$ cat config.mk
export PLATFORM = sky130hd
export DESIGN_NAME = bitband_remap
export DESIGN_NICKNAME = d
export VERILOG_FILES = /design/src/bitband_pkg.sv /design/src/bitband_remap.sv
export VERILOG_INCLUDE_DIRS = /design/src
export SDC_FILE = /design/constraint.sdc
export NUM_CORES = 1
export LEC_CHECK = 0
export BUFFER_PORTS_ARGS = -buffer_cell sky130_fd_sc_hd__clkbuf_2
export CORE_MARGIN = 8
export CORE_UTILIZATION = 55
export DETAILED_ROUTE_END_ITERATION = 10
export GPL_TIMING_DRIVEN = 1
export PLACE_DENSITY = 0.81
export SLEW_MARGIN = 25
export SYNTH_ARGS = -nofsm -noshare
export SYNTH_HDL_FRONTEND = slang
export SYNTH_SLANG_ARGS = --single-unit
$ cat constraint.sdc
create_clock -name i_core_clk -period 5.6 [get_ports i_core_clk]
set_input_delay 0.28 -clock i_core_clk [delete_from_list [all_inputs] [get_ports i_core_clk]]
set_output_delay 0.28 -clock i_core_clk [all_outputs]
set_load 0.005 [all_outputs]
$ cat src/bitband_defines.svh
// Address constants and read values for the bit-band alias remapper.
`ifndef BITBAND_DEFINES_SVH
`define BITBAND_DEFINES_SVH
`define SRAM_ALIAS_BASE   32'h2200_0000
`define SRAM_BAND_BASE    32'h2000_0000
`define PERI_ALIAS_BASE   32'h4200_0000
`define PERI_BAND_BASE    32'h4000_0000
`define ALIAS_WIN_MSB     7'h7F
`define ALIAS_SEL_LSB     25
`define ALIAS_BYTE_LSB    5
`define ALIAS_BIT_LSB     2
`define BAND_OFFS_MSB     19
`define ALIAS_READ_ONE    32'h0000_0001
`define ALIAS_READ_ZERO   32'h0000_0000
`endif

$ cat src/bitband_pkg.sv
// Types shared by the bit-band alias remapper.
package bitband_pkg;
  typedef enum logic [1:0] {
    SZ_BYTE = 2'h0,
    SZ_HALF = 2'h1,
    SZ_WORD = 2'h2
  } size_t;

  typedef struct packed {
    logic        valid;
    logic        write;
    logic        instr;
    size_t       size;
    logic [31:0] addr;
    logic [31:0] wdata;
  } req_t;

  typedef struct packed {
    logic        valid;
    logic        write;
    size_t       size;
    logic [31:0] addr;
    logic [31:0] wdata;
  } mreq_t;

  typedef struct packed {
    logic        valid;
    logic [31:0] rdata;
  } rsp_t;

  typedef enum logic [4:0] {
    ST_IDLE   = 5'h01,
    ST_PASS   = 5'h02,
    ST_RD     = 5'h04,
    ST_WR     = 5'h08,
    ST_FAULT  = 5'h10
  } state_t;
endpackage

$ cat src/bitband_remap.sv
// Bit-band alias remapper between a bus master and the memory system.
`timescale 1ns/10ps
`include "bitband_defines.svh"
module bitband_remap (
  input  wire logic               i_core_clk,
  input  wire logic               i_sys_rst,
  input  wire bitband_pkg::req_t  i_req,
  output logic                    o_req_ready,
  output bitband_pkg::rsp_t       o_rsp,
  output logic                    o_rsp_err,
  output bitband_pkg::mreq_t      o_mem,
  input  wire bitband_pkg::rsp_t  i_mem_rsp
);

  // ==========================================================================
  // Alias decode
  // ==========================================================================
  logic                  in_sram_alias;
  logic                  in_peri_alias;
  logic                  in_alias;
  logic [31:0]           band_addr;
  logic [2:0]            bit_sel;
  bitband_pkg::state_t   state_r;
  bitband_pkg::req_t     req_r;
  logic [2:0]            bit_r;
  logic                  wbit_r;

  always_comb begin
    in_sram_alias = (i_req.addr[31:`ALIAS_SEL_LSB] ==
                     7'(`SRAM_ALIAS_BASE >> `ALIAS_SEL_LSB));
    in_peri_alias = (i_req.addr[31:`ALIAS_SEL_LSB] ==
                     7'(`PERI_ALIAS_BASE >> `ALIAS_SEL_LSB));
    in_alias = (in_sram_alias || in_peri_alias) && !i_req.instr;
    // Inverse of offset = byte*32 + bit*4: byte index from bits 24:5.
    band_addr = (in_sram_alias ? `SRAM_BAND_BASE : `PERI_BAND_BASE) |
                {12'h000, i_req.addr[`BAND_OFFS_MSB+`ALIAS_BYTE_LSB:
                                     `ALIAS_BYTE_LSB]};
    bit_sel = i_req.addr[`ALIAS_BIT_LSB +: 3];
  end

  // ==========================================================================
  // Sequencer
  // ==========================================================================
  wire take = i_req.valid && (state_r == bitband_pkg::ST_IDLE);

  always_ff @(posedge i_core_clk) begin
    if (i_sys_rst) begin
      state_r <= bitband_pkg::ST_IDLE;
    end else begin
      case (state_r)
        bitband_pkg::ST_IDLE: begin
          if (i_req.valid) begin
            if (i_req.instr && in_peri_alias) begin
              state_r <= bitband_pkg::ST_FAULT;
            end else if (in_alias) begin
              state_r <= bitband_pkg::ST_RD;
            end else begin
              state_r <= bitband_pkg::ST_PASS;
            end
          end
        end
        bitband_pkg::ST_PASS: begin
          if (i_mem_rsp.valid) begin
            state_r <= bitband_pkg::ST_IDLE;
          end
        end
        bitband_pkg::ST_RD: begin
          if (i_mem_rsp.valid) begin
            state_r <= req_r.write ? bitband_pkg::ST_WR
                                   : bitband_pkg::ST_IDLE;
          end
        end
        bitband_pkg::ST_WR: begin
          if (i_mem_rsp.valid) begin
            state_r <= bitband_pkg::ST_IDLE;
          end
        end
        bitband_pkg::ST_FAULT: begin
          state_r <= bitband_pkg::ST_IDLE;
        end
        default: begin
          state_r <= bitband_pkg::ST_IDLE;
        end
      endcase
    end
  end

  always_ff @(posedge i_core_clk) begin
    if (i_sys_rst) begin
      req_r  <= '0;
      bit_r  <= 3'h0;
      wbit_r <= 1'b0;
    end else if (take) begin
      req_r  <= i_req;
      bit_r  <= bit_sel;
      wbit_r <= i_req.wdata[0];
      if (in_alias) begin
        req_r.addr <= band_addr;
      end
    end
  end

  // ==========================================================================
  // Memory side
  // ==========================================================================
  always_ff @(posedge i_core_clk) begin
    if (i_sys_rst) begin
      o_mem <= '0;
    end else if (take && !(i_req.instr && in_peri_alias)) begin
      o_mem.valid <= 1'b1;
      o_mem.write <= i_req.write && !in_alias;
      o_mem.size  <= in_alias ? bitband_pkg::SZ_BYTE : i_req.size;
      o_mem.addr  <= in_alias ? band_addr : i_req.addr;
      o_mem.wdata <= i_req.wdata;
    end else if (state_r == bitband_pkg::ST_RD && i_mem_rsp.valid &&
                 req_r.write) begin
      // Rewrite the whole byte with only the targeted bit changed.
      o_mem.valid <= 1'b1;
      o_mem.write <= 1'b1;
      o_mem.size  <= bitband_pkg::SZ_BYTE;
      o_mem.addr  <= req_r.addr;
      o_mem.wdata <= {4{i_mem_rsp.rdata[8*req_r.addr[1:0] +: 8] &
                        ~(8'h01 << bit_r) |
                        ({7'h00, wbit_r} << bit_r)}};
    end else begin
      o_mem.valid <= 1'b0;
    end
  end

  // ==========================================================================
  // Master side
  // ==========================================================================
  logic rd_bit;
  always_comb begin
    rd_bit = i_mem_rsp.rdata[{req_r.addr[1:0], bit_r}];
  end

  always_ff @(posedge i_core_clk) begin
    if (i_sys_rst) begin
      o_rsp       <= '0;
      o_rsp_err   <= 1'b0;
      o_req_ready <= 1'b0;
    end else begin
      o_rsp.valid <= 1'b0;
      o_rsp_err   <= 1'b0;
      o_req_ready <= 1'b0;
      case (state_r)
        bitband_pkg::ST_PASS: begin
          if (i_mem_rsp.valid) begin
            o_rsp.valid <= 1'b1;
            o_rsp.rdata <= i_mem_rsp.rdata;
            o_req_ready <= 1'b1;
          end
        end
        bitband_pkg::ST_RD: begin
          if (i_mem_rsp.valid && !req_r.write) begin
            o_rsp.valid <= 1'b1;
            o_rsp.rdata <= rd_bit ? `ALIAS_READ_ONE
                                  : `ALIAS_READ_ZERO;
            o_req_ready <= 1'b1;
          end
        end
        bitband_pkg::ST_WR: begin
          if (i_mem_rsp.valid) begin
            o_rsp.valid <= 1'b1;
            o_rsp.rdata <= `ALIAS_READ_ZERO;
            o_req_ready <= 1'b1;
          end
        end
        bitband_pkg::ST_FAULT: begin
          // A refused fetch never carries stale data back to the master.
          o_rsp.valid <= 1'b1;
          o_rsp.rdata <= `ALIAS_READ_ZERO;
          o_rsp_err   <= 1'b1;
          o_req_ready <= 1'b1;
        end
        default: begin
        end
      endcase
    end
  end
endmodule

==> Yosys cells after proc, flatten, opt, wreduce, memory -nomap -nowiden <==
Cells that the tools add are included.
{ "totals": {"elab_cells": 77, "latch_bits": 0, "output_inout_bits": 103, "rom_bits": 0, "memories": 0, "in_bits": 104, "ff_bits": 145, "ramBits": 0} }
{ "classes": {"n_reduce_logical": 18, "n_mul": 0, "shift": 3, "muxes": 24, "eq_ne": 13, "div_mod_pow": 0, "order_cmp": 1, "addsub": 0, "n_bitwise": 4} }
{ "op_table": {"columns": ["op", "count"], "rows": [
  ["$pmux 33 s4", 1],
  ["$mux 33", 3],
  ["$mux 68", 1],
  ["$mux 67", 1],
  ["$mux 32", 1],
  ["$shiftx 32x6->8", 1],
  ["$mux 31", 1],
  ["$or 31x20->31", 1],
  ["$mux 5", 4],
  ["$pmux 5 s3", 1],
  ["$and 8x8->8", 1],
  ["$logic_and 1x1->1", 8],
  ["$ne 2x2->1 const B", 4],
  ["$not 8->8", 1],
  ["$or 8x8->8", 1],
  ["$shl 1x3->8", 1],
  ["$shl 1x3->8 const A", 1],
  ["$eq 7x5->1 const B", 1],
  ["$eq 7x6->1 const B", 1],
  ["$lt 5x6->1 const B", 1],
  ["$mux 1", 6],
  ["$bmux 1 s5", 1],
  ["$eq 5x1->1 const B", 1],
  ["$eq 5x2->1 const B", 1],
  ["15 further kinds", 19]
]} }

==> Depth between registers and ports, before layout <==
{ "logic_depth": {"depth_word": 7, "depth_mapped": 9, "ltp_nobuf": 5} }

==> Least setup slack after synthesis <==
Ideal clock, no wire load.
{ "synth_path": {"path_type": "register -> register", "startpoint": "reg req_r[32] in the netlist's numbering", "endpoint": "reg o_mem[15] in the netlist's numbering", "setup_ps": 130, "path_stages_with_launch": 6, "path_buffers": 1, "arrival_time_ps": 1650, "t_required_ps": 5470, "synth_period_minus_slack_ps": 1781, "setup_slack_ps": 3819, "path_cell_list": "dfxtp_1 buf_2 mux4_2 mux2_2 o21ai_1 o31ai_1"} }
{ "synth_between": {"elab_chain_cells": 5} }
{ "synth_rtl": {"columns": ["item", "line_no", "source"], "rows": [
  ["start: declaration", "bitband_remap.sv:24", "bitband_pkg::req_t req_r;"],
  ["start signal: assignment", "bitband_remap.sv:94", "req_r <= i_req;"],
  ["$shiftx 32x6->8", "bitband_remap.sv:122", "o_mem.wdata <= {4{i_mem_rsp.rdata[8*req_r.addr[1:0] +: 8] &"],
  ["$and 8x8->8", "bitband_remap.sv:122", null],
  ["$or 8x8->8", "bitband_remap.sv:123", "~(8'h01 << bit_r) |"],
  ["$mux 67", "bitband_remap.sv:115", "end else if (state_r == bitband_pkg::ST_RD && i_mem_rsp.valid &&"],
  ["$mux 68", "bitband_remap.sv:109", "end else if (take && !(i_req.instr && in_peri_alias)) begin"],
  ["end: declaration", "bitband_remap.sv:11", "output bitband_pkg::mreq_t o_mem,"]
]} }
Every way passes these cells. The select of a mux whose other input is x is not followed.
A chain may end at the register's enable or synchronous reset.

==> Final worst setup path <==
{ "layout_path": {"startpoint": "reg state_r[1]", "endpoint": "reg o_mem[16] in the netlist's numbering"} }
{ "layout_between": {"elab_chain_cells": 4, "word_cells_on_any_way": 8, "classes_between": "eq/ne (2); mux (1); reduce/logical (5)"} }
{ "layout_rtl": {"columns": ["item", "line_no", "source"], "rows": [
  ["start: declaration", "bitband_remap.sv:23", "bitband_pkg::state_t state_r;"],
  ["start signal: assignment", "bitband_remap.sv:48", "state_r <= bitband_pkg::ST_IDLE;"],
  ["start signal: assignment", "bitband_remap.sv:54", "state_r <= bitband_pkg::ST_FAULT;"],
  ["start signal: assignment", "bitband_remap.sv:56", "state_r <= bitband_pkg::ST_RD;"],
  ["$eq 5x1->1 / $eq 5x3->1 (equally long branches)", "bitband_remap.sv:44, bitband_remap.sv:115", null],
  ["$logic_and 1x1->1, on equally long branches", "bitband_remap.sv:44, bitband_remap.sv:115", null],
  ["$logic_and 1x1->1, on equally long branches", "bitband_remap.sv:109, bitband_remap.sv:115", null],
  ["$mux 68 / $reduce_bool 2->1 (equally long branches)", null, null]
]} }
Parallel ways exist; a longest one is shown, timed or not.

==> reports/qor.txt <==
Outcome: complete, no violations
GR Util met3: 7.31%
Root Driver: clkbuf_16
Sequential power share: 43.9%
Via count: 6017
Clock power share: 42.3%
Max FO, Critical Path: 63
Post-synth top area cell: dfxtp_1
Drt pass-1 iters: 4
CTS Buffer Depth: 2
Post-CTS setup buffers: 0
# diodes: 0
Gate count of the mapped netlist: 720
Worst Setup Slack, final: 2.76 ns
Antenna viol nets, final: 0
Largest net degree at the start of global routing: 85
Initial DRC Count: 561
Hold buffer count at CTS: 0
Yosys reg bits: 145
Comb pwr share: 13.8%
Gr ovfl total: 0
Port Buf Inserts: 206
Post_cts resized: 0
Setup TNS: 0 ns
TritonCTS buffer count: 17
Post-synth EDFFs: 0
GRT met2 Usage: 38.0%
Maxcap violations: 0
Share of cells above drive strength 1: 31.3%
Clock Skews: 0.00575 ns
Crit-path cells: nor4_2, and3_4, nand2_2, o21ai_1, o31ai_1
Met1 Resource Use GR: 28.9%
Worst slack, placed: 2.37 ns
Crit path capture type: flop
P_sw: 657 uW
CTS tree: yes
Initial core utilization: 55.6%
GRT busiest layer: met2
H-tree level count: 4
Core box area: 0.0118 mm2
Fin. max-slew vios: 0
GP Congestion: 0.819
Die area: 0.0157 mm2
Final #Nets: 987
VDD IR-drop max: 0.000215 V
RSZ-0062 raised after global routing: false
DP Cell Count: 1011
CP Class: reg -> reg
Final std cells w/o fill: 1043
Tmin final: 2.84 ns
First-pass GRT wire length: 30.2 mm
Final hold vios: 0
Netlist cell types: 48
Tcrit/Tclk final: 50.6%
Power Dens Cells: 326 mW/mm2
Gr usage total: 23.6%
Top FF cell, synth: dfxtp_1
DRC viols: 0
Synth area leaders: dfxtp_1 44%, nand2_1 5.3%, nor2_1 5.3%
Post-Route WL: 18.9 mm
Fmax: 353 MHz
Worst Path Required: 5.87 ns
Sequential-to-total area share from yosys stat: 44.2%
WHS: 0.0814 ns
Clk_lat worst skew: 0.42 ns
Layout area overhead: 23.0%
Crit path DAT: 3.11 ns
Die width: 125 um
Post-synth ARST share: 0%
Slew HR: 36.9%
Tightest Pin Transition: 0.947 ns
Syn Area/Cell: 9.12 um2
Final setup violation count: 0
Number of global-route vias before repair: 5691
Leakage: 0.00350 uW
Area of the mapped netlist: 0.00657 mm2
Crit-path slowest cell: nand2_2
Crit path largest cell delay: 0.71 ns
Hpwl dp: 13.3 mm
Internal: 1970 uW
CP Launch Type: flop
Syn Nets: 824
Die height: 125 um
Clock transition at the registers of the reported paths: 0.06 ns
WL/cell: 18.1 um
Antenna violations before repair: 1
Row Count: 40
Num ports: 207
Synthesis Warnings: 0
Area share of the largest cell type after synthesis: 44.2%
Sink Count: 145
Switching share of power: 25.0%
Min-Delay Path Class: in -> reg
Vias/cell: 5.77
## cell families after synthesis
group,after synthesis,share of synthesized area [%]
buffers and inverters,69,5.26
xor gates and xnor gates,1,0.133
AOI/OAI and AO/OA,169,18.2
muxes,59,12.2
DFF,145,44.2
and+or+nand+nor,277,20.1
## cell type report
type	instances	area, um2
clock buffer	28	507
tap	147	184
multi-input combinational	506	3330
clock inverter	4	72.6
sequential	145	2900
timing repair buffer	212	1080
inverter	1	3.75
fill	983	3730
## sequential cells by signal (all words and copies together) (netlist names)
register,count
wbit_r,1
o_rsp_err,1
req_r,33
o_req_ready,1
bit_r,3
o_mem,68
o_rsp,33
state_r,5
## synth_stat cells, types with 8 or more instances
library cell	instances
dfxtp_1	145
nand2_1	93
nor2_1	92
a21oi_1	42
a22oi_1	36
clkbuf_1	31
a211oi_1	30
mux2i_1	28
nand3b_1	27
buf_2	24
o31ai_1	24
and3_1	21
nand3_1	16
mux4_2	15
buf_4	11
a211oi_2	10
mux2_1	8
mux2_2	8
o211ai_1	8
## power groups by stage
stage	logic [uW]	registers (uW)	clock network, uW
finish	362	1160	1110
global route	399	1160	1170
CTS	364	1150	1120
detailed placement	361	1180	0
global placement	357	1180	0
floorplan	234	1160	0
## through the flow
step,total power (uW),area (um2),utilization [%]
final,2630,8080,68.4
after global routing,2730,8080,68.4
after CTS,2640,8080,68.4
after detailed placement,1540,7500,63.5
after global placement,1530,7480,63.4
after floorplan,1390,6570,-
## routing by layer
layer  vias up  wire length [um]
met5         -                13
met4         2               379
met3        29              1380
met2       227              9020
met1      2831              8090
li1       2928                 -
## path summary, 6_finish.rpt
kind	startpoint	end	slack, ns	depth (start not counted)
hold / removal	i_req[30]	o_mem[30]	0.08	3
setup reg to reg	state_r[1]	o_mem[16]	2.76	5
hold reg to reg	req_r[60]	req_r[60]	0.45	2
setup / recovery	state_r[1]	o_mem[16]	2.76	5
## critical path: cells and delay by family, from the launching register on
kind,cells,cell delay (ns)
and+or+nand+nor,3,1.68
AOI/OAI and AO/OA,2,0.59
DFF,1,0.39
## cell usage in the layout (no fill, tap or decap), types with 7 or more instances in the layout
master     count
a21oi_1       42
a211oi_1      30
dfxtp_1      145
o31ai_1       24
nand2_1       93
mux4_2        15
mux2_2         8
mux2_1         8
clkbuf_1       7
clkbuf_16     17
clkbuf_2     205
o211ai_1       8
nand3b_1      27
and3_1        20
nor2_1        92
nand3_1       16
a211oi_2      10
mux2i_1       28
a22oi_1       36
Power figures use the tool's default switching activity.
